$ cat config.mk
export PLATFORM = sky130hd
export DESIGN_NAME = tmrcmp_top
export DESIGN_NICKNAME = d
export VERILOG_FILES = /design/src/verilog/tmrcmp_pkg.sv /design/src/verilog/tmrcmp_top.sv
export SDC_FILE = /design/constraint.sdc
export NUM_CORES = 1
export LEC_CHECK = 0
export BUFFER_PORTS_ARGS = -buffer_cell sky130_fd_sc_hd__buf_4
export CAP_MARGIN = 30
export CORE_UTILIZATION = 30
export DETAILED_ROUTE_END_ITERATION = 8
export PLACE_DENSITY = 0.59
export SYNTH_ARGS = -nofsm -noshare
export SYNTH_HDL_FRONTEND = slang
export SYNTH_SLANG_ARGS = --single-unit
$ cat constraint.sdc
create_clock -name sys_clk -period 2.9 [get_ports sys_clk]
set_input_delay 0.725 -clock sys_clk [delete_from_list [all_inputs] [get_ports sys_clk]]
set_output_delay 0.725 -clock sys_clk [all_outputs]
set_load 0.005 [all_outputs]
$ cat src/verilog/tmrcmp_pkg.sv
package tmrcmp_pkg;
   // Register byte addresses on the APB.
   localparam logic [7:0] ADDR_CONTROL    = 8'h00;
   localparam logic [7:0] ADDR_COUNTER    = 8'h04;
   localparam logic [7:0] ADDR_COMPARE_A  = 8'h08;
   localparam logic [7:0] ADDR_COMPARE_B  = 8'h0c;
   localparam logic [7:0] ADDR_CAPTURE    = 8'h10;
   localparam logic [7:0] ADDR_FLAGS      = 8'h14;
   localparam logic [7:0] ADDR_FORCE      = 8'h18;
   localparam logic [7:0] ADDR_PORT       = 8'h1c;

   // Control register fields.
   localparam int CTL_WGM_LSB     = 0;
   localparam int CTL_COMA_LSB    = 4;
   localparam int CTL_COMB_LSB    = 6;
   localparam int CTL_RUN_BIT     = 8;

   // Flag register bits.
   localparam int FLG_OVF   = 0;
   localparam int FLG_CMPA  = 1;
   localparam int FLG_CMPB  = 2;
   localparam int FLG_CAP   = 3;

   // Port register bits.
   localparam int PRT_OUT_A = 0;
   localparam int PRT_DIR_A = 1;
   localparam int PRT_OUT_B = 2;
   localparam int PRT_DIR_B = 3;

   localparam logic [3:0]  WGM_NORMAL      = 4'h0;
   localparam logic [3:0]  WGM_CLR_CMPA    = 4'h4;
   localparam logic [3:0]  WGM_CLR_CAPTURE = 4'hc;
   localparam logic [1:0]  ACT_NONE        = 2'h0;
   localparam logic [1:0]  ACT_TOGGLE      = 2'h1;
   localparam logic [1:0]  ACT_CLEAR       = 2'h2;
   localparam logic [1:0]  ACT_SET         = 2'h3;
   localparam logic [15:0] COUNT_MAX       = 16'hffff;
   localparam logic [15:0] COUNT_BOTTOM    = 16'h0000;
   localparam logic [31:0] ZERO_WORD       = 32'h0000_0000;
endpackage

$ cat src/verilog/tmrcmp_top.sv
// Overview of operation
// - A counter write blocks every compare match in the next timer tick, even stopped.
// - Clear-on-match: counter written to top skips top match, runs to 0xFFFF.
// - Output state keeps its value across waveform mode changes.
// - Output action select is unbuffered; applies from the next match.
// - Reset clears the compare output state to zero.
// - Nonzero action select overrides port output value; direction stays from port bit.
// - Compare output reaches the pin only when direction selects output.
// - Action select never touches the capture unit.
// - Action zero leaves output state unchanged on matches.
// - Force strobe in non-PWM modes applies the selected action at once.
// - Counting depends on waveform mode only, not on action select.
// - Normal mode: count up always, wrap 0xFFFF to 0x0000, never clear on match.
// - Normal mode: overflow flag set as counter becomes zero; hardware only sets it.
// - Overflow flag clears when its interrupt is serviced.
// - Normal mode accepts counter writes at any time.
// - Clear-on-match: clear at compare A (mode 4) or capture value (mode 12).
// - Clear-on-match: reaching top sets compare A flag or capture flag.
// - Top is unbuffered; a top below count runs through 0xFFFF first.
// - Toggle action in clear-on-match toggles output A every match.
// - Clear-on-match: overflow flag set when counter passes max to zero.
// - A compare match sets the compare flag at the next timer tick.
// - Force updates output state only; no flag, no counter change.
// - Compare flags clear on interrupt service or by writing one.
//
// Implementation choices: the placing of the registers and the APB register port.
`timescale 1ns/1ps
`default_nettype none
module tmrcmp_top (
   // Clock and reset.
   input  wire logic        sys_clk,
   input  wire logic        sys_rst,
   // Prescaled timer tick, one-cycle pulse from the prescaler.
   input  wire logic        timer_tick,
   // Capture value from the input capture unit.
   input  wire logic        capture_load,
   input  wire logic [15:0] capture_in,
   // Interrupt service acknowledges, one-cycle pulses.
   input  wire logic        ack_overflow,
   input  wire logic        ack_compare_a,
   input  wire logic        ack_compare_b,
   input  wire logic        ack_capture,
   // APB slave.
   input  wire logic        psel,
   input  wire logic        penable,
   input  wire logic        pwrite,
   input  wire logic [7:0]  paddr,
   input  wire logic [31:0] pwdata,
   output logic [31:0]      prdata,
   output logic             pready,
   output logic             pslverr,
   // Port pins and flags.
   output logic             pin_a_out,
   output logic             pin_a_oe,
   output logic             pin_b_out,
   output logic             pin_b_oe,
   output logic             overflow_flag,
   output logic             compare_a_flag,
   output logic             compare_b_flag,
   output logic             capture_flag
);
   logic [3:0]  waveform_mode_select;
   logic [1:0]  output_action_select_a;
   logic [1:0]  output_action_select_b;
   logic        run;
   logic [15:0] counter_value;
   logic [15:0] compare_value_a;
   logic [15:0] compare_value_b;
   logic [15:0] capture_value;
   logic [3:0]  port_bits;
   logic        compare_output_a;
   logic        compare_output_b;
   logic        block_match;
   logic        match_a_pend;
   logic        match_b_pend;
   logic        top_cap_pend;

   logic        access;
   logic        wr;
   logic        mapped;
   logic        tick;
   logic        clear_on_match_mode;
   logic        non_pwm;
   logic [15:0] top_value;
   logic        match_a;
   logic        match_b;
   logic        at_top;
   logic        wr_counter;
   logic        wr_flags;
   logic        force_a;
   logic        force_b;
   logic [15:0] next_counter;

   assign access     = psel & penable;
   assign wr         = access & pwrite;
   assign tick       = timer_tick & run;
   assign wr_counter = wr & (paddr == tmrcmp_pkg::ADDR_COUNTER);
   assign wr_flags   = wr & (paddr == tmrcmp_pkg::ADDR_FLAGS);
   assign clear_on_match_mode = (waveform_mode_select == tmrcmp_pkg::WGM_CLR_CMPA) |
                                (waveform_mode_select == tmrcmp_pkg::WGM_CLR_CAPTURE);
   assign non_pwm    = clear_on_match_mode | (waveform_mode_select == tmrcmp_pkg::WGM_NORMAL);
   assign force_a    = wr & (paddr == tmrcmp_pkg::ADDR_FORCE) & non_pwm & pwdata[0];
   assign force_b    = wr & (paddr == tmrcmp_pkg::ADDR_FORCE) & non_pwm & pwdata[1];
   assign top_value  = (waveform_mode_select == tmrcmp_pkg::WGM_CLR_CAPTURE) ?
                       capture_value : compare_value_a;
   // Matches come straight from the live registers; nothing is buffered.
   assign match_a    = (counter_value == compare_value_a) & ~block_match;
   assign match_b    = (counter_value == compare_value_b) & ~block_match;
   assign at_top     = clear_on_match_mode & (counter_value == top_value) & ~block_match;

   always_comb begin
      mapped = 1'b1;
      unique case (paddr)
         tmrcmp_pkg::ADDR_CONTROL,
         tmrcmp_pkg::ADDR_COUNTER,
         tmrcmp_pkg::ADDR_COMPARE_A,
         tmrcmp_pkg::ADDR_COMPARE_B,
         tmrcmp_pkg::ADDR_CAPTURE,
         tmrcmp_pkg::ADDR_FLAGS,
         tmrcmp_pkg::ADDR_FORCE,
         tmrcmp_pkg::ADDR_PORT: mapped = 1'b1;
         default: mapped = 1'b0;
      endcase
   end

   // Counting sequence depends on the mode field alone.
   always_comb begin
      next_counter = counter_value + 16'h0001;
      if (at_top) begin
         next_counter = tmrcmp_pkg::COUNT_BOTTOM;
      end
   end

   // Control register.
   always_ff @(posedge sys_clk) begin
      if (sys_rst) begin
         waveform_mode_select   <= tmrcmp_pkg::WGM_NORMAL;
         output_action_select_a <= tmrcmp_pkg::ACT_NONE;
         output_action_select_b <= tmrcmp_pkg::ACT_NONE;
         run                    <= 1'b0;
      end else if (wr & (paddr == tmrcmp_pkg::ADDR_CONTROL)) begin
         waveform_mode_select   <= pwdata[tmrcmp_pkg::CTL_WGM_LSB +: 4];
         output_action_select_a <= pwdata[tmrcmp_pkg::CTL_COMA_LSB +: 2];
         output_action_select_b <= pwdata[tmrcmp_pkg::CTL_COMB_LSB +: 2];
         run                    <= pwdata[tmrcmp_pkg::CTL_RUN_BIT];
      end
   end

   // Compare and port registers.
   always_ff @(posedge sys_clk) begin
      if (sys_rst) begin
         compare_value_a <= tmrcmp_pkg::COUNT_BOTTOM;
         compare_value_b <= tmrcmp_pkg::COUNT_BOTTOM;
         port_bits       <= 4'h0;
      end else if (wr) begin
         if (paddr == tmrcmp_pkg::ADDR_COMPARE_A) begin
            compare_value_a <= pwdata[15:0];
         end
         if (paddr == tmrcmp_pkg::ADDR_COMPARE_B) begin
            compare_value_b <= pwdata[15:0];
         end
         if (paddr == tmrcmp_pkg::ADDR_PORT) begin
            port_bits <= pwdata[3:0];
         end
      end
   end

   // Capture value is written by software in mode 12, or loaded by the capture unit otherwise.
   always_ff @(posedge sys_clk) begin
      if (sys_rst) begin
         capture_value <= tmrcmp_pkg::COUNT_BOTTOM;
      end else if (wr & (paddr == tmrcmp_pkg::ADDR_CAPTURE) &
                   (waveform_mode_select == tmrcmp_pkg::WGM_CLR_CAPTURE)) begin
         capture_value <= pwdata[15:0];
      end else if (capture_load & (waveform_mode_select != tmrcmp_pkg::WGM_CLR_CAPTURE)) begin
         capture_value <= capture_in;
      end
   end

   // Counter: software writes win and are accepted at any time.
   always_ff @(posedge sys_clk) begin
      if (sys_rst) begin
         counter_value <= tmrcmp_pkg::COUNT_BOTTOM;
      end else if (wr_counter) begin
         counter_value <= pwdata[15:0];
      end else if (tick) begin
         counter_value <= next_counter;
      end
   end

   // Match blocking lasts until the next timer tick has passed.
   always_ff @(posedge sys_clk) begin
      if (sys_rst) begin
         block_match <= 1'b0;
      end else if (wr_counter) begin
         block_match <= 1'b1;
      end else if (timer_tick) begin
         block_match <= 1'b0;
      end
   end

   // Matches seen on a tick raise flags on the following tick.
   always_ff @(posedge sys_clk) begin
      if (sys_rst) begin
         match_a_pend <= 1'b0;
         match_b_pend <= 1'b0;
         top_cap_pend <= 1'b0;
      end else if (tick) begin
         match_a_pend <= match_a;
         match_b_pend <= match_b;
         top_cap_pend <= at_top & (waveform_mode_select == tmrcmp_pkg::WGM_CLR_CAPTURE);
      end
   end

   // Flags: set wins over clear.
   always_ff @(posedge sys_clk) begin
      if (sys_rst) begin
         overflow_flag  <= 1'b0;
         compare_a_flag <= 1'b0;
         compare_b_flag <= 1'b0;
         capture_flag   <= 1'b0;
      end else begin
         if (tick & (next_counter == tmrcmp_pkg::COUNT_BOTTOM) &
             (counter_value == tmrcmp_pkg::COUNT_MAX)) begin
            overflow_flag <= 1'b1;
         end else if (ack_overflow | (wr_flags & pwdata[tmrcmp_pkg::FLG_OVF])) begin
            overflow_flag <= 1'b0;
         end
         if (tick & match_a_pend) begin
            compare_a_flag <= 1'b1;
         end else if (ack_compare_a | (wr_flags & pwdata[tmrcmp_pkg::FLG_CMPA])) begin
            compare_a_flag <= 1'b0;
         end
         if (tick & match_b_pend) begin
            compare_b_flag <= 1'b1;
         end else if (ack_compare_b | (wr_flags & pwdata[tmrcmp_pkg::FLG_CMPB])) begin
            compare_b_flag <= 1'b0;
         end
         if ((tick & top_cap_pend) |
             (capture_load & (waveform_mode_select != tmrcmp_pkg::WGM_CLR_CAPTURE))) begin
            capture_flag <= 1'b1;
         end else if (ack_capture | (wr_flags & pwdata[tmrcmp_pkg::FLG_CAP])) begin
            capture_flag <= 1'b0;
         end
      end
   end

   function automatic logic apply_action(input logic cur, input logic [1:0] act);
      logic res;
      res = cur;
      unique case (act)
         tmrcmp_pkg::ACT_NONE:   res = cur;
         tmrcmp_pkg::ACT_TOGGLE: res = ~cur;
         tmrcmp_pkg::ACT_CLEAR:  res = 1'b0;
         tmrcmp_pkg::ACT_SET:    res = 1'b1;
      endcase
      return res;
   endfunction

   // Output states: untouched by mode changes, only by matches or forces.
   always_ff @(posedge sys_clk) begin
      if (sys_rst) begin
         compare_output_a <= 1'b0;
         compare_output_b <= 1'b0;
      end else begin
         if (force_a | (tick & match_a & non_pwm)) begin
            compare_output_a <= apply_action(compare_output_a, output_action_select_a);
         end
         if (force_b | (tick & match_b & non_pwm)) begin
            compare_output_b <= apply_action(compare_output_b, output_action_select_b);
         end
      end
   end

   // Pin drive: waveform overrides the port value, direction comes from the port bit.
   always_ff @(posedge sys_clk) begin
      if (sys_rst) begin
         pin_a_out <= 1'b0;
         pin_a_oe  <= 1'b0;
         pin_b_out <= 1'b0;
         pin_b_oe  <= 1'b0;
      end else begin
         pin_a_out <= (output_action_select_a != tmrcmp_pkg::ACT_NONE) ?
                      compare_output_a : port_bits[tmrcmp_pkg::PRT_OUT_A];
         pin_b_out <= (output_action_select_b != tmrcmp_pkg::ACT_NONE) ?
                      compare_output_b : port_bits[tmrcmp_pkg::PRT_OUT_B];
         pin_a_oe  <= port_bits[tmrcmp_pkg::PRT_DIR_A];
         pin_b_oe  <= port_bits[tmrcmp_pkg::PRT_DIR_B];
      end
   end

   // APB answers in the access cycle; reads are registered in the setup cycle.
   always_ff @(posedge sys_clk) begin
      if (sys_rst) begin
         prdata  <= tmrcmp_pkg::ZERO_WORD;
         pready  <= 1'b0;
         pslverr <= 1'b0;
      end else begin
         pready  <= psel & ~penable;
         pslverr <= psel & ~penable & ~mapped;
         prdata  <= tmrcmp_pkg::ZERO_WORD;
         if (psel & ~penable & ~pwrite) begin
            unique case (paddr)
               tmrcmp_pkg::ADDR_CONTROL:   prdata <= {23'h0, run, output_action_select_b,
                                                      output_action_select_a, waveform_mode_select};
               tmrcmp_pkg::ADDR_COUNTER:   prdata <= {16'h0, counter_value};
               tmrcmp_pkg::ADDR_COMPARE_A: prdata <= {16'h0, compare_value_a};
               tmrcmp_pkg::ADDR_COMPARE_B: prdata <= {16'h0, compare_value_b};
               tmrcmp_pkg::ADDR_CAPTURE:   prdata <= {16'h0, capture_value};
               tmrcmp_pkg::ADDR_FLAGS:     prdata <= {28'h0, capture_flag, compare_b_flag,
                                                      compare_a_flag, overflow_flag};
               tmrcmp_pkg::ADDR_PORT:      prdata <= {26'h0, compare_output_b, compare_output_a,
                                                      port_bits};
               default:                    prdata <= tmrcmp_pkg::ZERO_WORD;
            endcase
         end
      end
   end

   property p_block_set;
      @(posedge sys_clk) disable iff (sys_rst)
         wr_counter |=> block_match;
   endproperty
   a_block_set: assert property (p_block_set) else $error("counter write did not arm blocking");

   property p_block;
      @(posedge sys_clk) disable iff (sys_rst)
         (block_match && tick && counter_value == compare_value_a) |=> !match_a_pend;
   endproperty
   a_block: assert property (p_block) else $error("match not blocked after counter write");

   property p_ovf;
      @(posedge sys_clk) disable iff (sys_rst)
         (tick && !wr_counter && counter_value == tmrcmp_pkg::COUNT_MAX && !at_top) |=> overflow_flag;
   endproperty
   a_ovf: assert property (p_ovf) else $error("overflow flag not set on wrap");

   property p_wrap;
      @(posedge sys_clk) disable iff (sys_rst)
         (tick && !wr_counter && waveform_mode_select == tmrcmp_pkg::WGM_NORMAL)
         |=> counter_value == $past(counter_value) + 16'h0001;
   endproperty
   a_wrap: assert property (p_wrap) else $error("normal mode count not incrementing");

   property p_top_clear;
      @(posedge sys_clk) disable iff (sys_rst)
         (tick && !wr_counter && at_top) |=> counter_value == tmrcmp_pkg::COUNT_BOTTOM;
   endproperty
   a_top_clear: assert property (p_top_clear) else $error("counter not cleared at top");

   property p_force;
      @(posedge sys_clk) disable iff (sys_rst)
         (force_a && !tick) |=> $stable(counter_value) && !$rose(compare_a_flag);
   endproperty
   a_force: assert property (p_force) else $error("force changed counter or flag");

   property p_act0;
      @(posedge sys_clk) disable iff (sys_rst)
         (output_action_select_a == tmrcmp_pkg::ACT_NONE) |=> $stable(compare_output_a);
   endproperty
   a_act0: assert property (p_act0) else $error("action zero changed output");

   property p_toggle;
      @(posedge sys_clk) disable iff (sys_rst)
         (tick && match_a && clear_on_match_mode && !force_a &&
          output_action_select_a == tmrcmp_pkg::ACT_TOGGLE) |=> compare_output_a != $past(compare_output_a);
   endproperty
   a_toggle: assert property (p_toggle) else $error("output did not toggle on match");

   property p_pin;
      @(posedge sys_clk) disable iff (sys_rst)
         (output_action_select_a != tmrcmp_pkg::ACT_NONE) ##1 $stable(output_action_select_a)
         |-> pin_a_out == $past(compare_output_a);
   endproperty
   a_pin: assert property (p_pin) else $error("pin not driven from output state");

   property p_flag_set;
      @(posedge sys_clk) disable iff (sys_rst)
         (tick && match_a_pend) |=> compare_a_flag;
   endproperty
   a_flag_set: assert property (p_flag_set) else $error("compare flag not set");
endmodule
`default_nettype wire

==> summary.md, run 1 <==
| Metric | Value |
|---|---|
| Largest net degree at the start of global routing | `57` |
| Post-DRT Antenna Nets | `0` |
| Critical Path Source | `waveform_mode_select[1]` |
| CP endpoint kind | `flip-flop` |
| CTS clk-pin slew, worst paths | `70 ps` |
| Via-to-Cell Ratio | `5.53` |
| Peak supply drop | `0.252 mV` |
| Buf/Inv on CP | `2` |
| Final routed DRC violation total | `0` |
| Post-layout min period | `2500 ps` |
| Largest stage delay on the critical path | `530 ps` |
| Crit-path cells | `and4bb_1 -> buf_4 -> a21oi_1 -> a2111oi_1 -> o2111ai_1 -> nor4_4 -> buf_4 -> o32ai_1` |
| I/O Buffers | `76` |
| Crit share post-route | `86.1%` |
| Number of max-cap violations | `0` |
| Clk root buf | `clkbuf_16` |
| Clock skew | `9.12 ps` |
| GRT Total Usage | `20.9%` |
| Die height | `141 um` |
| Crit path required time | `3130 ps` |
| WS Path Type | `flip-flop to flip-flop` |
| Peak Freq | `0.400 GHz` |
| Mapped cell area | `5830 sq um` |
| Number of global-route vias before repair | `5,511` |
| Mean area per synthesized cell | `7.90 sq um` |
| Hold_sp | `capture_value[13]` |
| IO Pins | `109` |
| Placed inst area | `6670 sq um` |
| CTS Buf Count | `9` |
| CTS H-tree lvls | `3` |
| Area Overhead vs Synth | `19.2%` |
| RD Place Congestion | `0.895` |
| RSZ-0062 raised after global routing | `no` |
| CTS resizes | `0` |
| Core Area | `18,900 sq um` |
| Core Util, Final | `36.8%` |
| Min-delay worst type | `flip-flop to flip-flop` |
| Power per Cell Area | `445 nW/um^2` |
| Top FF cell, synth | `dfxtp_1` |
| Sequential fraction of the synthesis area | `37.4%` |
| Fill count | `2,024` |
| Non-Filler Cell Area, Final | `6950 sq um` |
| Total setup buffers inserted after CTS | `0` |
| Yosys cell types | `62` |
| Grt ovf | `0` |
| Setup violations, final | `0` |
| Worst Path Max Fanout | `18` |
| Setup TNS | `0 ps` |
| CP max stage cell | `a2111oi_1` |
| Cell family with most CP delay | `compound AO/OA/AOI/OAI gates` |
| Setup crit start kind | `flip-flop` |
| Initial DRC count | `716` |
| Via count | `5,859` |
| Initial antenna violation count | `0` |
| Outcome | `finished, final reports clean` |
| Slew Limit Fails | `0` |
| EDFF count, synth | `0` |
| Wire per inst | `19.3 um` |
| CTS tree | `built` |
| Detailed placement HPWL | `14,900 um` |
| TritonRoute pass-1 iters | `7` |
| Die area | `20,000 sq um` |
| Cell count after synthesis | `738` |
| Number of nets in the layout | `864` |
| Worst EP arrival | `2730 ps` |
| Diode count | `0` |
| Leak pwr | `2.42 nW` |
| Most used cell, CP | `buf_4` |
| Total wire length | `20,400 um` |
| CTS Hold Bufs | `0` |
| First-pass GRT wire length | `31,800 um` |
| Die X | `141 um` |
| Initial Util | `30.8%` |
| Skew-Pair Late Insertion Delay | `360 ps` |
| Worst-Margin Slew | `799 ps` |
| Reg2reg start | `waveform_mode_select[1]` |
| Share of cells above drive strength 1 | `17.3%` |
| FFs w/ async S/R, synth | `0%` |
| Seq cells post-synth | `109` |
| Clock Tree Buf Depth | `2` |
| FP Rows | `50` |
| Final hold vios | `0` |
| Worst relative slew slack | `46.7%` |
| Synth warn | `0` |
| TritonCTS Sinks | `109` |
[path summary, 6_finish.rpt]
path	to	slack [ps]	cells after the start
max	counter_value[9]	400	8
max reg2reg	counter_value[9]	400	8
min reg2reg	capture_value[13]	490	2
min	capture_value[13]	490	2
[cells in the final DEF, fill, tap and decap left out, types with 4 or more instances in the layout]
master     instances
a222oi_1          21
clkbuf_16          9
o21ai_0           11
xnor2_1           28
conb_1            16
a31oi_1           13
o32ai_1            7
xor2_1            12
dfxtp_1          109
o41ai_1            5
and3_1            10
a21oi_1           98
buf_4            110
nand4_1            8
nor2b_1            9
nor2_1            38
o2111ai_1          4
o22ai_1            6
nor3_1            19
nand2_1           98
inv_1             17
a22oi_1           17
nor4_1             6
nand3_1           54
mux2i_1           13
nand2b_1          11
[synth_stat cells, drive strengths merged, types with 13 or more instances]
master | instances | area, sq um
a21oi | 98 | 490
a222oi | 21 | 210
a22oi | 18 | 140
a31oi | 13 | 81.3
buf | 38 | 243
clkbuf | 41 | 154
dfxtp | 109 | 2180
inv | 17 | 63.8
mux2i | 13 | 130
nand2 | 98 | 368
nand3 | 54 | 270
nor2 | 40 | 153
nor3 | 20 | 100
xnor2 | 28 | 245
[routing by layer]
| layer | up-vias | track usage (%) | share of wire (%) |
|---|---|---|---|
| met5 | - | 0 | 0 |
| met2 | 246 | 33.3 | 47 |
| li1 | 2758 | - | - |
| met3 | 26 | 3.78 | 8.3 |
| met4 | 0 | 7.47 | 2.0 |
| met1 | 2829 | 28.4 | 43 |
[sequential cells by signal (all words and copies together), names as in the netlist, 2 cells and up]
name	flops
counter_value	16
output_action_select_a	2
waveform_mode_select	4
compare_value_b	16
compare_value_a	16
port_bits	4
output_action_select_b	2
capture_value	16
prdata	16
[worst min-delay path, cell delays in order, from the launching register on]
cell and delay [ps]:
dfxtp_1 330, nand2_1 60, a21oi_1 60
[area by class of cell]
class	instances	area, sq um	area share (%)
clock buffers	10	229	3.30
clock inverters	5	52.6	0.756
inverters	17	63.8	0.918
multi-input cells	548	3250	46.8
flip-flops and latches	109	2180	31.4
well taps	260	325	4.68
repair buffers	111	846	12.2
[cell families (layout without fill, tap and decap cells)]
group	Yosys count	in the layout	share of synthesized area, %
compound gates	204	204	23.1
xor+xnor	40	40	6.01
fa+ha+maj	1	1	0.215
buf+inv	96	143	7.90
flops	109	109	37.4
mux	14	14	2.49
other cells	1	16	0.0643
simple gates	273	273	22.7
[report_power, final]
part	internal [mW]	switching, mW
clock network	0.661	0.571
registers	1.52	0.0357
logic	0.125	0.181
total	2.30	0.788
[through the flow]
stage          hold WS (ps)  worst slack [ps]  total power, mW  std cells
6_report                487               402             3.09       1060
5_1_grt                 505               241             3.20       1060
4_1_cts                 487               477             3.10       1060
3_5_place_dp            477               247             1.89       1045
3_3_place_gp            471               233             1.89       1045
2_1_floorplan           444               323             1.75        753
Power figures use the tool's default switching activity.
==> run 2: changes to the inputs <==
Settings changed: RECOVER_POWER set to 100.
==> run 2 against run 1 <==
Effect of this change: the flow now finishes with violations (capacitance limit, slew limit); setup slack worse by 47 ps; register-to-register slack about the same; routed wire length up 0.11%; largest cell class unchanged.
==> summary.md, run 2 (same netlist as run 1, synthesis figures left out) <==
| Metric | Value |
|---|---|
| Clock skew | `7.68 ps` |
| Max Used Layer | `met4` |
| Hold slack | `486 ps` |
| Worst Setup EP | `prdata[7]` |
| Via-to-Cell Ratio | `5.55` |
| Critical Path Source | `paddr[5]` |
| Fin cells | `1,060` |
| First-pass GRT wire length | `31,800 um` |
| R2R cell count | `8` |
| Met3 wire len | `1630 um` |
| Total setup buffers inserted after CTS | `0` |
| Number of max-cap violations | `1` |
| Detailed placement HPWL | `14,900 um` |
| Outcome | `complete, but fails checks` |
| RSZ-0062 raised after global routing | `no` |
| Number of global-route vias before repair | `5,511` |
| Power Internal | `2.30 mW` |
| WS Path Type | `input port to flip-flop` |
| Cells after DPL | `1,045` |
| Post-DRT Antenna Nets | `0` |
| Power share of the clock group | `39.8%` |
| Grt ovf | `0` |
| Placed inst area | `6670 sq um` |
| CTS Hold Bufs | `0` |
| Peak Freq | `0.393 GHz` |
| Worst Path Max Fanout | `26` |
| Core Area | `18,900 sq um` |
| R2R Path End | `counter_value[9]` |
| Reg-to-reg setup timing slack | `390 ps` |
| CTS Buf Count | `9` |
| Final hold vios | `0` |
| Area Overhead vs Synth | `18.2%` |
| Setup crit start kind | `input port` |
| Largest net degree at the start of global routing | `57` |
| Final routed DRC violation total | `0` |
| Die area | `20,000 sq um` |
| Worst-Margin Slew | `1600 ps` |
| TritonRoute pass-1 iters | `8` |
| Total wire length | `20,500 um` |
| GRT Total Usage | `20.9%` |
| P_sw | `786 uW` |
| Reg2reg start | `waveform_mode_select[1]` |
| Power per Cell Area | `448 nW/um^2` |
| Sequential share of power | `50.4%` |
| Clock Tree Buf Depth | `2` |
| Worst EP arrival | `2810 ps` |
| Leak pwr | `2.36 nW` |
| Diode count | `0` |
| Most common cell after layout, fill and taps aside | `dfxtp_1` |
| Peak supply drop | `0.252 mV` |
| Post-layout min period | `2550 ps` |
| WL met1 | `8940 um` |
| CTS tree | `built` |
| Worst relative slew slack | `-6.57%` |
| Crit share post-route | `87.8%` |
| Comb pwr share | `9.8%` |
| Hold_sp | `capture_value[13]` |
| Die height | `141 um` |
| FP Rows | `50` |
| Failing checks | `capacitance limit, slew limit` |
| Wire per inst | `19.3 um` |
| Setup TNS | `0 ps` |
| RD Place Congestion | `0.895` |
| Clk root buf | `clkbuf_16` |
| Routed wl met2 | `9480 um` |
| Via count | `5,882` |
| IO Pins | `109` |
| Non-Filler Cell Area, Final | `6890 sq um` |
| Crit path required time | `3160 ps` |
| Initial DRC count | `758` |
| Share of cells above drive strength 1 | `15.5%` |
| Setup WS post-layout | `355 ps` |
| TritonCTS Sinks | `109` |
| CTS resizes | `0` |
| Commonest cells after routing, fill and taps aside | `109 x dfxtp_1, 98 x nand2_1, 98 x a21oi_1, 75 x buf_4, 54 x nand3_1` |
| Initial antenna violation count | `0` |
| I/O Buffers | `76` |
| Placement Setup Slack | `247 ps` |
| CTS clk-pin slew, worst paths | `70 ps` |
| Die X | `141 um` |
| Sw frac | `25.4%` |
| CP endpoint kind | `flip-flop` |
| Skew-Pair Late Insertion Delay | `360 ps` |
| Min-delay worst type | `flip-flop to flip-flop` |
| Slew Limit Fails | `36` |
| Core Util, Final | `36.5%` |
| Number of nets in the layout | `864` |
| Initial Util | `30.8%` |
| Setup violations, final | `0` |
| CTS H-tree lvls | `3` |
| Total power | `3.09 mW` |
[run 2: power by group through the flow]
stage / clock (mW) / combinational (mW) / sequential (mW)
floorplan: 0 / 0.183 / 1.57
global placement: 0 / 0.303 / 1.59
detailed placement: 0 / 0.304 / 1.59
CTS: 1.25 / 0.305 / 1.55
global route: 1.31 / 0.329 / 1.56
finish: 1.23 / 0.303 / 1.55
[run 2: critical path, cell delays in order]
cell      delay (ps)
clkbuf_4         110
nor3_1           470
nand2_1          150
nor3_1           420
clkbuf_2         560
nand2_1          110
a31oi_1          250
[run 2: metal layers]
| layer | up-vias | global-route usage (%) |
|---|---|---|
| met3 | 30 | 3.78 |
| met5 | - | 0 |
| met1 | 2841 | 28.4 |
| met4 | 0 | 7.47 |
| met2 | 254 | 33.3 |
| li1 | 2757 | - |
[run 2: how the worst min path moves through the flow]
stage,to,slack (ps),depth (start not counted)
after floorplan,pin_a_out,440,2
after global routing,compare_value_a[1],510,2
after CTS,compare_value_a[1],490,2
after global placement,compare_value_b[15],470,2
final,capture_value[13],490,2
after detailed placement,compare_value_a[1],480,2
[run 2: area by class of cell]
| class | instances | area (sq um) |
|---|---|---|
| fill | 2040 | 12000 |
| tap | 260 | 325 |
| timing repair buffer | 111 | 800 |
| multi-input combinational | 548 | 3240 |
| clock inverter | 5 | 52.6 |
| sequential | 109 | 2180 |
| inverter | 17 | 63.8 |
| clock buffer | 10 | 229 |
==> run 3: changes to the inputs <==
Settings changed: MAX_ROUTING_LAYER set to met4.
==> run 3 against run 2 <==
Effect of this change: the run now ends clean; combinational power barely moved; design area increased by 0.16%; cell count is the same; clock skew up 4.6 ps; critical endpoint is now overflow_flag; setup slack got worse by 100 ps; sequential share of layout area decreased by 0.052 points; power increased by 0.18%; sequential cell count did not move; non-clock buffer count shrank 1; routed wire length about the same.
==> summary.md, run 3 (same netlist as run 1, synthesis figures left out) <==
| Metric | Value |
|---|---|
| Leak pwr | `2.37 nW` |
| Final routed DRC violation total | `0` |
| Setup violations, final | `0` |
| CTS Hold Bufs | `0` |
| Peak supply drop | `0.263 mV` |
| Crit path required time | `3180 ps` |
| Worst relative slew slack | `23.5%` |
| Post-layout min period | `2650 ps` |
| CP max stage cell | `and4bb_1` |
| Peak Freq | `0.378 GHz` |
| CTS tree | `built` |
| Area Overhead vs Synth | `18.4%` |
| Core Util, Final | `36.5%` |
| First-pass GRT wire length | `31,500 um` |
| Reg2reg start | `waveform_mode_select[1]` |
| Die height | `141 um` |
| TritonCTS Sinks | `109` |
| Detailed placement HPWL | `14,900 um` |
| Number of nets in the layout | `863` |
| Clk root buf | `clkbuf_16` |
| Most common cell after layout, fill and taps aside | `dfxtp_1` |
| RD Place Congestion | `0.889` |
| TritonRoute pass-1 iters | `6` |
| Total wire length | `20,500 um` |
| Share of cells above drive strength 1 | `15.9%` |
| Die X | `141 um` |
| Skew-Pair Late Insertion Delay | `370 ps` |
| Worst EP arrival | `2930 ps` |
| Clock skew | `12.2 ps` |
| Critical Path Source | `waveform_mode_select[1]` |
| FP Rows | `50` |
| Initial Util | `30.8%` |
| Number of max-cap violations | `0` |
| Worst-Margin Slew | `1150 ps` |
| FF+latch area | `2180 sq um` |
| Via-to-Cell Ratio | `5.49` |
| Crit-path cells | `and4bb_1 -> a21oi_1 -> a2111oi_1 -> o2111ai_1 -> nor4_4 -> buf_12 -> a2bb2oi_1` |
| Largest stage delay on the critical path | `660 ps` |
| Min-delay worst type | `flip-flop to flip-flop` |
| Fin cells | `1,060` |
| CTS Buf Count | `9` |
| Hold slack | `485 ps` |
| Slew Limit Fails | `0` |
| Hold_sp | `compare_value_a[1]` |
| Largest net degree at the start of global routing | `53` |
| WS Path Type | `flip-flop to flip-flop` |
| Core Area | `18,900 sq um` |
| Multi-input gate area | `3220 sq um` |
| RSZ-0062 raised after global routing | `no` |
| Diode count | `0` |
| CP endpoint kind | `flip-flop` |
| IO Pins | `109` |
| Number of global-route vias before repair | `5,398` |
| Total setup buffers inserted after CTS | `0` |
| Post-DRT Antenna Nets | `0` |
| Total power | `3.09 mW` |
| Outcome | `finished, final reports clean` |
| Fill count | `2,035` |
| Worst Path Max Fanout | `18` |
| Final hold vios | `0` |
| Initial antenna violation count | `0` |
| Commonest cells after routing, fill and taps aside | `109 x dfxtp_1, 98 x nand2_1, 98 x a21oi_1, 75 x buf_4, 54 x nand3_1` |
| Via count | `5,824` |
| Initial DRC count | `688` |
| Wire per inst | `19.3 um` |
| Die area | `20,000 sq um` |
| CTS resizes | `0` |
| Setup crit start kind | `flip-flop` |
| Cells after DPL | `1,044` |
| Power per Cell Area | `448 nW/um^2` |
| CTS clk-pin slew, worst paths | `80 ps` |
| I/O Buffers | `76` |
| Grt ovf | `0` |
| Setup TNS | `0 ps` |
| GRT Total Usage | `21.5%` |
| Crit share post-route | `91.3%` |
| Clock Tree Buf Depth | `2` |
| CTS H-tree lvls | `3` |
run 3: final timing paths:
| path | endpoint | slack (ps) | cells past startpoint |
|---|---|---|---|
| hold reg to reg | compare_value_a[1] | 480 | 2 |
| setup / recovery | overflow_flag | 250 | 7 |
| hold / removal | compare_value_a[1] | 480 | 2 |
| setup reg to reg | overflow_flag | 250 | 7 |
run 3: worst max-delay path, delay by kind of cell, from the launching register on:
| kind | cells | cell delay [ps] |
|---|---|---|
| AO/OA/AOI/OAI | 4 | 1110 |
| AND/OR/NAND/NOR | 2 | 900 |
| flip-flops | 1 | 360 |
| buffers and inverters | 1 | 200 |
run 3: where the power goes:
part / switching (mW) / total [mW] / internal (mW)
clock: 0.603 / 1.23 / 0.631
combinational: 0.182 / 0.305 / 0.123
sequential: 0.0356 / 1.55 / 1.52
total: 0.820 / 3.09 / 2.27
run 3: stage by stage:
step	instance area (sq um)	worst slack, ps
global route	6900	86.6
finish	6900	252
CTS	6960	389
detailed placement	6670	233
floorplan	5880	323
global placement	6670	253
run 3: layout make-up:
class                   count  area share, %
clock buffers              11           3.66
clock inverters             5          0.472
inverters                  17          0.925
multi-input cells         548           46.7
flip-flops and latches    109           31.6
well taps                 260           4.72
repair buffers            110           11.9
run 3: per-layer routing:
metal | vias to the layer above | wire length [um] | share of wire (%) | GRT usage (%)
met5 | - | 0 | 0 | -
met4 | 0 | 446 | 2.2 | 7.30
met3 | 29 | 1790 | 8.7 | 4.52
met2 | 281 | 9370 | 46 | 32.5
met1 | 2764 | 8850 | 43 | 28.3
li1 | 2750 | - | - | -
